--- config.mk ---
export PLATFORM = sky130hd
export DESIGN_NAME = sci_uart
export DESIGN_NICKNAME = d
export VERILOG_FILES = /design/src/hdl/sci_pkg.sv /design/src/hdl/sci_uart.sv
export SDC_FILE = /design/constraint.sdc
export NUM_CORES = 1
export LEC_CHECK = 0
export BUFFER_PORTS_ARGS = -buffer_cell sky130_fd_sc_hd__buf_2
export CAP_MARGIN = 5
export CORE_AREA = 8 8 164 89
export DETAILED_ROUTE_END_ITERATION = 10
export DIE_AREA = 0 0 172 97
export PLACE_DENSITY = 0.76
export SYNTH_ARGS = -nofsm -noshare
export SYNTH_HDL_FRONTEND = slang
export SYNTH_SLANG_ARGS = --single-unit
--- constraint.sdc ---
create_clock -name CLK_SYS_I -period 3 [get_ports CLK_SYS_I]
set_clock_uncertainty 0.1 [all_clocks]
set_input_delay 0.6 -clock CLK_SYS_I [delete_from_list [all_inputs] [get_ports CLK_SYS_I]]
set_output_delay 0.6 -clock CLK_SYS_I [all_outputs]
set_load 0.01 [all_outputs]
--- src/hdl/sci_pkg.sv ---
// constants, field layouts and state types for the serial control and baud generator
package sci_pkg;

  // ----------------------------------------------------------------
  // register map (plain port address)
  // ----------------------------------------------------------------
  localparam logic [2:0] ADR_STATUS = 3'h0;
  localparam logic [2:0] ADR_DATA = 3'h1;
  localparam logic [2:0] ADR_CTRL_ONE = 3'h2;
  localparam logic [2:0] ADR_CTRL_TWO = 3'h3;
  localparam logic [2:0] ADR_BAUD = 3'h4;
  localparam logic [2:0] ADR_EXT_RX = 3'h5;
  localparam logic [2:0] ADR_CTRL_THREE = 3'h6;

  // ----------------------------------------------------------------
  // field layouts
  // ----------------------------------------------------------------
  typedef struct packed {
    logic txe_irq_en;
    logic txdone_irq_en;
    logic rx_irq_en;
    logic idle_irq_en;
    logic tx_on;
    logic rx_on;
    logic rx_mute;
    logic send_brk;
  } ctrl2_t;

  typedef struct packed {
    logic [1:0] first_prescale;
    logic [2:0] tx_div_sel;
    logic [2:0] rx_divider_sel;
  } baud_t;

  typedef struct packed {
    logic r8;
    logic t8;
    logic rsv5;
    logic word9;
    logic wake_addr;
    logic [2:0] rsv;
  } ctrl1_t;

  typedef struct packed {
    logic [1:0] rsv_hi;
    logic lin_slave;
    logic [4:0] rsv_lo;
  } ctrl3_t;

  typedef struct packed {
    logic tx_empty_flag;
    logic tx_done_flag;
    logic rx_full_flag;
    logic idle_flag;
    logic rx_overrun_flag;
    logic noise_flag;
    logic framing_flag;
    logic parity_flag;
  } status_t;

  // ----------------------------------------------------------------
  // reset values
  // ----------------------------------------------------------------
  localparam logic [7:0] CTRL_TWO_RST = 8'h00;
  localparam logic [7:0] BAUD_RST = 8'h00;
  localparam logic [7:0] EXT_RX_RST = 8'h00;
  localparam logic [7:0] STATUS_RST = 8'hC0;

  // ----------------------------------------------------------------
  // timing: prescale terminal counts (factor minus one), oversampling
  // ----------------------------------------------------------------
  localparam logic [3:0] PRE_LAST_1 = 4'h0;
  localparam logic [3:0] PRE_LAST_3 = 4'h2;
  localparam logic [3:0] PRE_LAST_4 = 4'h3;
  localparam logic [3:0] PRE_LAST_13 = 4'hC;
  localparam logic [3:0] OS_LAST = 4'hF;
  localparam logic [3:0] OS_S0 = 4'h7;
  localparam logic [3:0] OS_S1 = 4'h8;
  localparam logic [3:0] OS_S2 = 4'h9;
  localparam logic [3:0] TX_BITS8 = 4'h9;
  localparam logic [3:0] TX_BITS9 = 4'hA;
  localparam logic [3:0] RX_BITS8 = 4'h8;
  localparam logic [3:0] RX_BITS9 = 4'h9;
  localparam logic [7:0] IDLE_TICKS8 = 8'hA0;
  localparam logic [7:0] IDLE_TICKS9 = 8'hB0;

  // ----------------------------------------------------------------
  // state types
  // ----------------------------------------------------------------
  typedef enum logic [1:0] {TX_OFF, TX_WAIT, TX_IDLE, TX_SHIFT} tx_state_t;
  typedef enum logic [1:0] {RX_OFF, RX_HUNT, RX_START, RX_DATA} rx_state_t;
  typedef enum logic [1:0] {TK_DATA, TK_PREAMBLE, TK_BREAK} tx_kind_t;

endpackage : sci_pkg

--- src/hdl/sci_uart.sv ---
// serial interface: control, data port, baud generators, transmitter and receiver
//
// How it works
// - tx empty flag raises irq when enabled
// - tx done flag raises irq when enabled
// - overrun or rx full raises irq when enabled
// - idle flag raises irq when enabled
// - tx_on enables or disables the transmitter
// - tx_on pulse mid-word queues one preamble
// - one bit time wait after tx_on set
// - rx_on enables receiver, hunting start bits
// - rx_mute mutes; wake-up clears it
// - address wake ignores mute writes while full
// - send_brk sends breaks while set, and one more after it is cleared
// - data writes tx_holding, reads rx_holding
// - first prescale divides by 1,3,4,13
// - tx divider divides by two to code
// - rx divider divides independently by two to code
// - conventional generator runs only outside lin slave
// - nonzero ext_rx_div further divides receive clock
// - ext_rx_div resets to zero, inactive
// - tx empty set on transfer, cleared by sequence
// - word9 selects nine data bits, else eight
//
// Chosen here: strobed register access and the register addresses.
`timescale 1ns/10ps
module sci_uart (
  input wire logic CLK_SYS_I,
  input wire logic RSTN_I,
  input wire logic [2:0] ADDR_I,
  input wire logic [7:0] WDATA_I,
  input wire logic WR_I,
  input wire logic RD_I,
  output logic [7:0] RDATA_O,
  output logic TXD_O,
  input wire logic RXD_I,
  output logic IRQ_O
);

  // ----------------------------------------------------------------
  // declarations
  // ----------------------------------------------------------------
  sci_pkg::ctrl2_t ctrl2_ff, nxt_ctrl2;
  sci_pkg::baud_t baud_ff, nxt_baud;
  sci_pkg::status_t stat_ff, nxt_stat;
  logic [7:0] ext_rx_ff, nxt_ext_rx;
  logic t8_ff, nxt_t8, word9_ff, nxt_word9, wake_addr_ff, nxt_wake_addr;
  logic lin_slave_ff, nxt_lin_slave, seq_armed_ff, nxt_seq_armed;
  logic [7:0] tx_hold_ff, nxt_tx_hold, rx_hold_ff, nxt_rx_hold, rdata_ff, nxt_rdata;
  logic hold_valid_ff, nxt_hold_valid, hold_t8_ff, nxt_hold_t8, r8_ff, nxt_r8;
  logic brk_pend_ff, nxt_brk_pend, pre_pend_ff, nxt_pre_pend;
  logic [3:0] pre_cnt_ff, nxt_pre_cnt;
  logic [6:0] div_cnt_ff, nxt_div_cnt;
  logic [7:0] ext_cnt_ff, nxt_ext_cnt;
  logic pre_tick, tx_tick, rx_conv_tick, rx_tick;
  logic [3:0] pre_last;
  sci_pkg::tx_state_t tx_st_ff, nxt_tx_st;
  sci_pkg::tx_kind_t tx_kind_ff, nxt_tx_kind;
  logic [3:0] tx_os_ff, nxt_tx_os, tx_bits_ff, nxt_tx_bits;
  logic [10:0] tx_sh_ff, nxt_tx_sh;
  logic txd_ff, nxt_txd, tx_take, tx_data_done, tx_bit_end;
  sci_pkg::rx_state_t rx_st_ff, nxt_rx_st;
  logic rx_s1_ff, rx_s2_ff, rx_prev_ff;
  logic [3:0] rx_os_ff, nxt_rx_os, rx_bits_ff, nxt_rx_bits;
  logic [9:0] rx_sh_ff, nxt_rx_sh;
  logic [1:0] vote_ff, nxt_vote;
  logic noise_ff, nxt_noise, idle_armed_ff, nxt_idle_armed;
  logic [7:0] idle_cnt_ff, nxt_idle_cnt, idle_target;
  logic rx_xfer, rx_done, idle_event, idle_det, wake_hit;
  logic wr_data, rd_data, rd_stat, wr_ctrl2, rx_bit;
  sci_pkg::ctrl1_t wd_ctrl1;
  sci_pkg::ctrl2_t wd_ctrl2;
  sci_pkg::ctrl3_t wd_ctrl3;

  // ----------------------------------------------------------------
  // helpers
  // ----------------------------------------------------------------
  // low code bits set: the counter hits the mask once every 2**code steps
  function automatic logic [6:0] div_mask(input logic [2:0] code);
    div_mask = ~(7'h7F << code);
  endfunction : div_mask

  assign wr_data = WR_I && (ADDR_I == sci_pkg::ADR_DATA);
  assign rd_data = RD_I && (ADDR_I == sci_pkg::ADR_DATA);
  assign rd_stat = RD_I && (ADDR_I == sci_pkg::ADR_STATUS);
  assign wr_ctrl2 = WR_I && (ADDR_I == sci_pkg::ADR_CTRL_TWO);
  assign wd_ctrl1 = sci_pkg::ctrl1_t'(WDATA_I);
  assign wd_ctrl2 = sci_pkg::ctrl2_t'(WDATA_I);
  assign wd_ctrl3 = sci_pkg::ctrl3_t'(WDATA_I);

  // ----------------------------------------------------------------
  // baud generators
  // ----------------------------------------------------------------
  always_comb begin
    case (baud_ff.first_prescale)
      2'h0: pre_last = sci_pkg::PRE_LAST_1;
      2'h1: pre_last = sci_pkg::PRE_LAST_3;
      2'h2: pre_last = sci_pkg::PRE_LAST_4;
      default: pre_last = sci_pkg::PRE_LAST_13;
    endcase
    pre_tick = !lin_slave_ff && (pre_cnt_ff == pre_last);
    tx_tick = pre_tick && ((div_cnt_ff & div_mask(baud_ff.tx_div_sel))
      == div_mask(baud_ff.tx_div_sel));
    rx_conv_tick = pre_tick && ((div_cnt_ff & div_mask(baud_ff.rx_divider_sel))
      == div_mask(baud_ff.rx_divider_sel));
    if (ext_rx_ff == 8'h00) begin
      rx_tick = rx_conv_tick;
    end else begin
      rx_tick = rx_conv_tick && (ext_cnt_ff == 8'(ext_rx_ff - 8'h01));
    end
    nxt_pre_cnt = pre_cnt_ff;
    nxt_div_cnt = div_cnt_ff;
    nxt_ext_cnt = ext_cnt_ff;
    if (lin_slave_ff) begin
      nxt_pre_cnt = 4'h0;
    end else if (pre_tick) begin
      nxt_pre_cnt = 4'h0;
      nxt_div_cnt = 7'(div_cnt_ff + 7'h01);
    end else begin
      nxt_pre_cnt = 4'(pre_cnt_ff + 4'h1);
    end
    if (ext_rx_ff == 8'h00) begin
      nxt_ext_cnt = 8'h00;
    end else if (rx_tick) begin
      nxt_ext_cnt = 8'h00;
    end else if (rx_conv_tick) begin
      nxt_ext_cnt = 8'(ext_cnt_ff + 8'h01);
    end
  end

  always_ff @(posedge CLK_SYS_I) begin
    if (!RSTN_I) begin
      pre_cnt_ff <= 4'h0;
      div_cnt_ff <= 7'h00;
      ext_cnt_ff <= 8'h00;
    end else begin
      pre_cnt_ff <= nxt_pre_cnt;
      div_cnt_ff <= nxt_div_cnt;
      ext_cnt_ff <= nxt_ext_cnt;
    end
  end

  // ----------------------------------------------------------------
  // registers, status flags and data port
  // ----------------------------------------------------------------
  always_comb begin
    nxt_ctrl2 = ctrl2_ff;
    nxt_baud = baud_ff;
    nxt_ext_rx = ext_rx_ff;
    nxt_t8 = t8_ff;
    nxt_word9 = word9_ff;
    nxt_wake_addr = wake_addr_ff;
    nxt_lin_slave = lin_slave_ff;
    nxt_stat = stat_ff;
    nxt_seq_armed = seq_armed_ff;
    nxt_tx_hold = tx_hold_ff;
    nxt_hold_valid = hold_valid_ff;
    nxt_hold_t8 = hold_t8_ff;
    nxt_rx_hold = rx_hold_ff;
    nxt_r8 = r8_ff;
    nxt_brk_pend = brk_pend_ff;
    nxt_pre_pend = pre_pend_ff;
    nxt_rdata = 8'h00;
    if (WR_I) begin
      case (ADDR_I)
        sci_pkg::ADR_CTRL_TWO: begin
          nxt_ctrl2 = sci_pkg::ctrl2_t'(WDATA_I);
          if (wake_addr_ff && stat_ff.rx_full_flag) begin
            nxt_ctrl2.rx_mute = ctrl2_ff.rx_mute;
          end
        end
        sci_pkg::ADR_CTRL_ONE: begin
          nxt_t8 = wd_ctrl1.t8;
          nxt_word9 = wd_ctrl1.word9;
          nxt_wake_addr = wd_ctrl1.wake_addr;
        end
        sci_pkg::ADR_CTRL_THREE: nxt_lin_slave = wd_ctrl3.lin_slave;
        sci_pkg::ADR_BAUD: nxt_baud = sci_pkg::baud_t'(WDATA_I);
        sci_pkg::ADR_EXT_RX: nxt_ext_rx = WDATA_I;
        sci_pkg::ADR_DATA: begin
          nxt_tx_hold = WDATA_I;
          nxt_hold_t8 = t8_ff;
        end
        default: ;
      endcase
    end
    if (wake_hit) begin
      nxt_ctrl2.rx_mute = 1'b0;
    end
    // one break after send_brk falls, one preamble after tx_on pulses mid-word
    if (wr_ctrl2 && ctrl2_ff.send_brk && !wd_ctrl2.send_brk) begin
      nxt_brk_pend = 1'b1;
    end else if (tx_take && (nxt_tx_kind == sci_pkg::TK_BREAK)) begin
      nxt_brk_pend = 1'b0;
    end
    if (wr_ctrl2 && !ctrl2_ff.tx_on && wd_ctrl2.tx_on
        && (tx_st_ff == sci_pkg::TX_SHIFT)) begin
      nxt_pre_pend = 1'b1;
    end else if (tx_take && (nxt_tx_kind == sci_pkg::TK_PREAMBLE)) begin
      nxt_pre_pend = 1'b0;
    end
    // status read arms the clearing sequence; the data access completes it
    if (rd_stat) begin
      nxt_seq_armed = 1'b1;
    end else if (rd_data || wr_data) begin
      nxt_seq_armed = 1'b0;
    end
    if (rd_data && seq_armed_ff) begin
      nxt_stat.rx_full_flag = 1'b0;
      nxt_stat.idle_flag = 1'b0;
      nxt_stat.rx_overrun_flag = 1'b0;
      nxt_stat.noise_flag = 1'b0;
      nxt_stat.framing_flag = 1'b0;
    end
    if (wr_data && seq_armed_ff) begin
      nxt_stat.tx_empty_flag = 1'b0;
      nxt_stat.tx_done_flag = 1'b0;
    end
    // hardware sets win over the software clear
    if (tx_take && (nxt_tx_kind == sci_pkg::TK_DATA)) begin
      nxt_stat.tx_empty_flag = 1'b1;
      nxt_hold_valid = 1'b0;
    end
    if (wr_data) begin
      nxt_hold_valid = 1'b1;
    end
    if (tx_data_done) begin
      nxt_stat.tx_done_flag = 1'b1;
    end
    if (rx_xfer) begin
      if (nxt_stat.rx_full_flag) begin
        nxt_stat.rx_overrun_flag = 1'b1;
      end else begin
        nxt_stat.rx_full_flag = 1'b1;
        nxt_stat.noise_flag = noise_ff;
        nxt_stat.framing_flag = !rx_sh_ff[9];
        nxt_rx_hold = word9_ff ? rx_sh_ff[7:0] : rx_sh_ff[8:1];
        nxt_r8 = rx_sh_ff[8];
      end
    end
    if (idle_det) begin
      nxt_stat.idle_flag = 1'b1;
    end
    if (RD_I) begin
      case (ADDR_I)
        sci_pkg::ADR_STATUS: nxt_rdata = stat_ff;
        sci_pkg::ADR_DATA: nxt_rdata = rx_hold_ff;
        sci_pkg::ADR_CTRL_ONE: nxt_rdata = {r8_ff, t8_ff, 1'b0, word9_ff, wake_addr_ff, 3'h0};
        sci_pkg::ADR_CTRL_TWO: nxt_rdata = ctrl2_ff;
        sci_pkg::ADR_BAUD: nxt_rdata = baud_ff;
        sci_pkg::ADR_EXT_RX: nxt_rdata = ext_rx_ff;
        sci_pkg::ADR_CTRL_THREE: nxt_rdata = {2'h0, lin_slave_ff, 5'h00};
        default: nxt_rdata = 8'h00;
      endcase
    end
  end

  always_ff @(posedge CLK_SYS_I) begin
    if (!RSTN_I) begin
      ctrl2_ff <= sci_pkg::ctrl2_t'(sci_pkg::CTRL_TWO_RST);
      baud_ff <= sci_pkg::baud_t'(sci_pkg::BAUD_RST);
      ext_rx_ff <= sci_pkg::EXT_RX_RST;
      stat_ff <= sci_pkg::status_t'(sci_pkg::STATUS_RST);
      t8_ff <= 1'b0;
      word9_ff <= 1'b0;
      wake_addr_ff <= 1'b0;
      lin_slave_ff <= 1'b0;
      seq_armed_ff <= 1'b0;
      tx_hold_ff <= 8'h00;
      hold_valid_ff <= 1'b0;
      hold_t8_ff <= 1'b0;
      rx_hold_ff <= 8'h00;
      r8_ff <= 1'b0;
      brk_pend_ff <= 1'b0;
      pre_pend_ff <= 1'b0;
      rdata_ff <= 8'h00;
    end else begin
      ctrl2_ff <= nxt_ctrl2;
      baud_ff <= nxt_baud;
      ext_rx_ff <= nxt_ext_rx;
      stat_ff <= nxt_stat;
      t8_ff <= nxt_t8;
      word9_ff <= nxt_word9;
      wake_addr_ff <= nxt_wake_addr;
      lin_slave_ff <= nxt_lin_slave;
      seq_armed_ff <= nxt_seq_armed;
      tx_hold_ff <= nxt_tx_hold;
      hold_valid_ff <= nxt_hold_valid;
      hold_t8_ff <= nxt_hold_t8;
      rx_hold_ff <= nxt_rx_hold;
      r8_ff <= nxt_r8;
      brk_pend_ff <= nxt_brk_pend;
      pre_pend_ff <= nxt_pre_pend;
      rdata_ff <= nxt_rdata;
    end
  end

  assign RDATA_O = rdata_ff;
  assign IRQ_O = (ctrl2_ff.txe_irq_en && stat_ff.tx_empty_flag)
    || (ctrl2_ff.txdone_irq_en && stat_ff.tx_done_flag)
    || (ctrl2_ff.rx_irq_en && (stat_ff.rx_overrun_flag || stat_ff.rx_full_flag))
    || (ctrl2_ff.idle_irq_en && stat_ff.idle_flag);

  // ----------------------------------------------------------------
  // transmitter
  // ----------------------------------------------------------------
  assign tx_bit_end = tx_tick && (tx_os_ff == sci_pkg::OS_LAST);

  always_comb begin
    nxt_tx_st = tx_st_ff;
    nxt_tx_kind = tx_kind_ff;
    nxt_tx_os = tx_os_ff;
    nxt_tx_bits = tx_bits_ff;
    nxt_tx_sh = tx_sh_ff;
    tx_take = 1'b0;
    tx_data_done = 1'b0;
    if (tx_tick) begin
      nxt_tx_os = 4'(tx_os_ff + 4'h1);
    end
    case (tx_st_ff)
      sci_pkg::TX_OFF: begin
        nxt_tx_os = 4'h0;
        if (ctrl2_ff.tx_on) begin
          nxt_tx_st = sci_pkg::TX_WAIT;
        end
      end
      sci_pkg::TX_WAIT: begin
        if (!ctrl2_ff.tx_on) begin
          nxt_tx_st = sci_pkg::TX_OFF;
        end else if (tx_bit_end) begin
          nxt_tx_st = sci_pkg::TX_IDLE;
        end
      end
      sci_pkg::TX_IDLE: begin
        nxt_tx_os = 4'h0;
        nxt_tx_bits = word9_ff ? sci_pkg::TX_BITS9 : sci_pkg::TX_BITS8;
        if (!ctrl2_ff.tx_on) begin
          nxt_tx_st = sci_pkg::TX_OFF;
        end else if (pre_pend_ff) begin
          tx_take = 1'b1;
          nxt_tx_kind = sci_pkg::TK_PREAMBLE;
          nxt_tx_sh = 11'h7FF;
          nxt_tx_st = sci_pkg::TX_SHIFT;
        end else if (ctrl2_ff.send_brk || brk_pend_ff) begin
          tx_take = 1'b1;
          nxt_tx_kind = sci_pkg::TK_BREAK;
          nxt_tx_sh = 11'h000;
          nxt_tx_st = sci_pkg::TX_SHIFT;
        end else if (hold_valid_ff) begin
          tx_take = 1'b1;
          nxt_tx_kind = sci_pkg::TK_DATA;
          nxt_tx_sh = word9_ff ? {1'b1, hold_t8_ff, tx_hold_ff, 1'b0}
            : {2'h3, tx_hold_ff, 1'b0};
          nxt_tx_st = sci_pkg::TX_SHIFT;
        end
      end
      sci_pkg::TX_SHIFT: begin
        if (tx_bit_end) begin
          nxt_tx_sh = {1'b1, tx_sh_ff[10:1]};
          if (tx_bits_ff == 4'h0) begin
            tx_data_done = (tx_kind_ff == sci_pkg::TK_DATA);
            nxt_tx_st = ctrl2_ff.tx_on ? sci_pkg::TX_IDLE : sci_pkg::TX_OFF;
          end else begin
            nxt_tx_bits = 4'(tx_bits_ff - 4'h1);
          end
        end
      end
      default: nxt_tx_st = sci_pkg::TX_OFF;
    endcase
    nxt_txd = (nxt_tx_st == sci_pkg::TX_SHIFT) ? nxt_tx_sh[0] : 1'b1;
  end

  always_ff @(posedge CLK_SYS_I) begin
    if (!RSTN_I) begin
      tx_st_ff <= sci_pkg::TX_OFF;
      tx_kind_ff <= sci_pkg::TK_DATA;
      tx_os_ff <= 4'h0;
      tx_bits_ff <= 4'h0;
      tx_sh_ff <= 11'h7FF;
      txd_ff <= 1'b1;
    end else begin
      tx_st_ff <= nxt_tx_st;
      tx_kind_ff <= nxt_tx_kind;
      tx_os_ff <= nxt_tx_os;
      tx_bits_ff <= nxt_tx_bits;
      tx_sh_ff <= nxt_tx_sh;
      txd_ff <= nxt_txd;
    end
  end

  assign TXD_O = txd_ff;

  // ----------------------------------------------------------------
  // receiver
  // ----------------------------------------------------------------
  assign idle_target = word9_ff ? sci_pkg::IDLE_TICKS9 : sci_pkg::IDLE_TICKS8;

  always_comb begin
    nxt_rx_st = rx_st_ff;
    nxt_rx_os = rx_os_ff;
    nxt_rx_bits = rx_bits_ff;
    nxt_rx_sh = rx_sh_ff;
    nxt_vote = vote_ff;
    nxt_noise = noise_ff;
    nxt_idle_cnt = idle_cnt_ff;
    nxt_idle_armed = idle_armed_ff;
    rx_done = 1'b0;
    idle_event = 1'b0;
    rx_bit = (vote_ff[0] & vote_ff[1]) | (vote_ff[0] & rx_s2_ff) | (vote_ff[1] & rx_s2_ff);
    if (rx_tick) begin
      nxt_rx_os = 4'(rx_os_ff + 4'h1);
    end
    case (rx_st_ff)
      sci_pkg::RX_OFF: begin
        nxt_idle_cnt = 8'h00;
        if (ctrl2_ff.rx_on) begin
          nxt_rx_st = sci_pkg::RX_HUNT;
        end
      end
      sci_pkg::RX_HUNT: begin
        nxt_rx_os = 4'h0;
        nxt_noise = 1'b0;
        nxt_rx_bits = word9_ff ? sci_pkg::RX_BITS9 : sci_pkg::RX_BITS8;
        if (!rx_s2_ff) begin
          nxt_idle_cnt = 8'h00;
        end else if (rx_tick && (idle_cnt_ff != idle_target)) begin
          nxt_idle_cnt = 8'(idle_cnt_ff + 8'h01);
          idle_event = (8'(idle_cnt_ff + 8'h01) == idle_target);
        end
        if (!ctrl2_ff.rx_on) begin
          nxt_rx_st = sci_pkg::RX_OFF;
        end else if (rx_prev_ff && !rx_s2_ff) begin
          nxt_rx_st = sci_pkg::RX_START;
        end
      end
      sci_pkg::RX_START: begin
        nxt_idle_cnt = 8'h00;
        if (rx_tick && (rx_os_ff == sci_pkg::OS_S1) && rx_s2_ff) begin
          nxt_rx_st = sci_pkg::RX_HUNT;
        end else if (rx_tick && (rx_os_ff == sci_pkg::OS_LAST)) begin
          nxt_rx_st = sci_pkg::RX_DATA;
        end
      end
      sci_pkg::RX_DATA: begin
        if (rx_tick && (rx_os_ff == sci_pkg::OS_S0)) begin
          nxt_vote[0] = rx_s2_ff;
        end
        if (rx_tick && (rx_os_ff == sci_pkg::OS_S1)) begin
          nxt_vote[1] = rx_s2_ff;
        end
        if (rx_tick && (rx_os_ff == sci_pkg::OS_S2)) begin
          nxt_rx_sh = {rx_bit, rx_sh_ff[9:1]};
          nxt_noise = noise_ff || (vote_ff[0] != vote_ff[1]) || (vote_ff[1] != rx_s2_ff);
        end
        if (rx_tick && (rx_os_ff == sci_pkg::OS_LAST)) begin
          if (rx_bits_ff == 4'h0) begin
            rx_done = 1'b1;
            nxt_rx_st = ctrl2_ff.rx_on ? sci_pkg::RX_HUNT : sci_pkg::RX_OFF;
          end else begin
            nxt_rx_bits = 4'(rx_bits_ff - 4'h1);
          end
        end
      end
      default: nxt_rx_st = sci_pkg::RX_OFF;
    endcase
    // muted words are dropped unless an address mark wakes the receiver
    wake_hit = (ctrl2_ff.rx_mute && rx_done && wake_addr_ff && rx_sh_ff[8])
      || (ctrl2_ff.rx_mute && idle_event && !wake_addr_ff);
    rx_xfer = rx_done && (!ctrl2_ff.rx_mute || wake_hit);
    // idle detection needs a word seen first, so the flag fires once per gap
    idle_det = idle_event && !ctrl2_ff.rx_mute && idle_armed_ff;
    if (rx_xfer) begin
      nxt_idle_armed = 1'b1;
    end else if (idle_det) begin
      nxt_idle_armed = 1'b0;
    end
  end

  always_ff @(posedge CLK_SYS_I) begin
    if (!RSTN_I) begin
      rx_s1_ff <= 1'b1;
      rx_s2_ff <= 1'b1;
      rx_prev_ff <= 1'b1;
      rx_st_ff <= sci_pkg::RX_OFF;
      rx_os_ff <= 4'h0;
      rx_bits_ff <= 4'h0;
      rx_sh_ff <= 10'h000;
      vote_ff <= 2'h3;
      noise_ff <= 1'b0;
      idle_cnt_ff <= 8'h00;
      idle_armed_ff <= 1'b0;
    end else begin
      rx_s1_ff <= RXD_I;
      rx_s2_ff <= rx_s1_ff;
      rx_prev_ff <= rx_s2_ff;
      rx_st_ff <= nxt_rx_st;
      rx_os_ff <= nxt_rx_os;
      rx_bits_ff <= nxt_rx_bits;
      rx_sh_ff <= nxt_rx_sh;
      vote_ff <= nxt_vote;
      noise_ff <= nxt_noise;
      idle_cnt_ff <= nxt_idle_cnt;
      idle_armed_ff <= nxt_idle_armed;
    end
  end

endmodule : sci_uart

==> run metrics <==
Die Span Y=97 µm; drt total wl=19600 µm; number of synthesized flops with an enable pin=0; die area=0.0167 mm²; # diodes=0; Max-Slew Margin vs Limit=47.1%; fin crit period=2900 ps; routed vias=6575; Hold Violations, Final=0; average size of a mapped cell=8.38 µm²; overall routing resource usage=23.4%; MaxCap Viol Count=0; std cell rows=29; final setup margin=97.1 ps; dpl ws=-67.8 ps; PortBufs=25; Routed Antenna Nets=0; Starting Density=58.3%; share of the synthesized area in the top cell type=40.0%; Hold Crit Class=in2reg; syn nets=888; vias in the first global route=6018; H-Tree Depth=4; first-pass GRT wire length=31500 µm; Synth cell types=76; Most used DFF post-synth=dfxtp_1; CP Launch Type=flop; root buffer cell=clkbuf_16; worst path arrival time=3080 ps; status=finished, final reports clean; synthesized cell area=0.00715 mm²; Worst-Margin Slew=792 ps; post-synthesis sequential area ratio=40.0%; Worst VDD drop=304 µV; Area growth syn-to-layout=13.1%; pin count of the biggest net entering global routing=43; fin crit share=96.8%; global route overflow=0; clock-pin slew on the worst setup and hold paths=60 ps; total power=4.36 mW; WP data required=3180 ps; Synth area leader=dfxtp_1; asr flop ratio synth=0%; clk buf depth=2; Clock Sinks=143; design area=0.00808 mm²; clock buffer count from CTS=17; Iteration-0 DRC Markers=683; gpl congestion=0.921; routed length per instance=18.5 µm; leak pwr=3.21 nW; post-route setup TNS=0 ps; placed cell area=0.00748 mm²; antenna violations before repair=0; worst skew pair latency=410 ps; final setup fails=0; core area=0.0123 mm²; drt pass-1 iters=7; worst-path fanout max=5; largest cells by area after synthesis=dfxtp_1 (40%), nand2_1 (6.9%), mux2i_1 (4.9%); Post-Route Utilization=65.9%; Placed Cells=1028; I/O pins=26; CP Class=reg2reg; post-synthesis instance total=853; die width=172 µm; RSZ-0062 raised after global routing=yes; DRC violations left=0; CTS Hold Bufs=0; Min Hold Slack=264 ps; Pwr per Cell Area=540 mW/mm²; routed vias/inst=6.19; hpwl dp=14300 µm; Yosys warning total=0; Max Slew Vio Count=0; FF+latch count, synth=143; nets=914; Max Freq=344 MHz; share of cells above drive strength 1=13.6%; CTS tree=built; CP endpoint kind=flop; fin cells=1062
## routing by layer
metal  routed length, µm  track usage, %  up-vias
li1                    -               -     3086
met1                9070            33.3     3122
met2                8360            33.7      327
met3                1910            6.16       40
met4                 295            6.92        0
met5                   0               0        -
## cell usage after synthesis (all sizes together), types with 5 or more instances
| master | instances |
|---|---|
| dfxtp | 143 |
| nand2 | 132 |
| nor2 | 77 |
| a21oi | 66 |
| clkbuf | 36 |
| mux2i | 35 |
| inv | 34 |
| nand3 | 31 |
| o21ai | 26 |
| nand4 | 24 |
| ha | 19 |
| xor2 | 18 |
| mux2 | 15 |
| nor3 | 15 |
| nand2b | 12 |
| nor2b | 11 |
| xnor2 | 11 |
| a221oi | 10 |
| and3 | 10 |
| buf | 9 |
| a31oi | 8 |
| o211ai | 8 |
| or3 | 8 |
| a21o | 7 |
| nand3b | 7 |
| a22oi | 6 |
| a2111oi | 5 |
| a31o | 5 |
| and2 | 5 |
| nor4 | 5 |
| o21a | 5 |
## cell usage in the layout, fill, tap and decap left out, types with 4 or more instances in the layout
cell / n
a21oi_1: 65
mux2i_1: 35
inv_1: 33
ha_1: 19
dfxtp_1: 143
a31oi_1: 8
and2_1: 5
clkinvlp_4: 5
nor4_1: 4
o21a_1: 5
a21o_1: 7
a22oi_1: 6
nand3_1: 30
a31o_2: 5
clkbuf_16: 17
nor2_1: 77
buf_4: 27
inv_6: 4
nand3b_1: 7
or3_1: 7
mux2_2: 15
xnor2_1: 11
buf_2: 25
xor2_1: 18
nand2_1: 132
nor3_1: 12
nor2b_1: 11
a221oi_1: 10
o21ai_0: 26
and3_1: 10
nand2b_1: 12
o211ai_1: 7
nand4_1: 24
## sequential cells by signal (all words and copies together), names as in the netlist, 2 cells and up
register and cells:
tx_sh_ff 11, rx_sh_ff 10, RDATA_O 8, baud_ff 8, ctrl2_ff 8, ext_cnt_ff 8
ext_rx_ff 8, idle_cnt_ff 8, rx_hold_ff 8, tx_hold_ff 8, div_cnt_ff 7, stat_ff 7
pre_cnt_ff 4, rx_bits_ff 4, rx_os_ff 4, tx_bits_ff 4, tx_os_ff 4, rx_st_ff 2
tx_kind_ff 2, tx_st_ff 2, vote_ff 2
## worst paths after layout
check / startpoint / to / slack [ps] / depth (start not counted)
hold reg to reg: rx_s1_ff / rx_s2_ff / 310 / 1
setup / recovery: baud_ff[6] / rx_st_ff[0] / 100 / 8
setup reg to reg: baud_ff[6] / rx_st_ff[0] / 100 / 8
hold / removal: RXD_I / rx_s1_ff / 260 / 2
## repair_timing
item / 4_1_cts / 5_1_grt
endpoints found under the setup margin: 5 / 24
resized for setup: 2 / 4
pin swaps: 0 / 2
buffers inserted: 0 / 2
## power by group
part	total, mW	internal, mW	switching [mW]	leakage (nW)
combinational	0.442	0.167	0.275	1.80
clock	1.93	1.07	0.860	0.249
sequential	1.99	1.94	0.0531	1.16
total	4.36	3.18	1.19	3.21
## cells by family after synthesis
| logic type | synth area share (%) |
|---|---|
| AND/OR/NAND/NOR | 23.2 |
| multiplexers | 7.89 |
| AO/OA/AOI/OAI | 17.6 |
| adder cells (fa/ha/maj) | 3.33 |
| XOR/XNOR | 3.55 |
| flip-flops | 40.0 |
| buffers and inverters | 4.43 |
## layout make-up
cell class	count	area, µm²
flip-flops and latches	143	2860
well taps	170	213
multi-input cells	631	4010
clock buffers	19	433
clock inverters	13	106
fillers	1001	4180
inverters	34	128
repair buffers	52	328
## critical path, stage by stage, from the launching register on
cell and delay (ps):
dfxtp_1 340, ha_1 220, or3_4 390, a2111oi_4 440, o2111ai_1 410, a21oi_2 220
buf_4 170, a21oi_1 70, a2111oi_0 410
(Power assumes the default switching activity.)
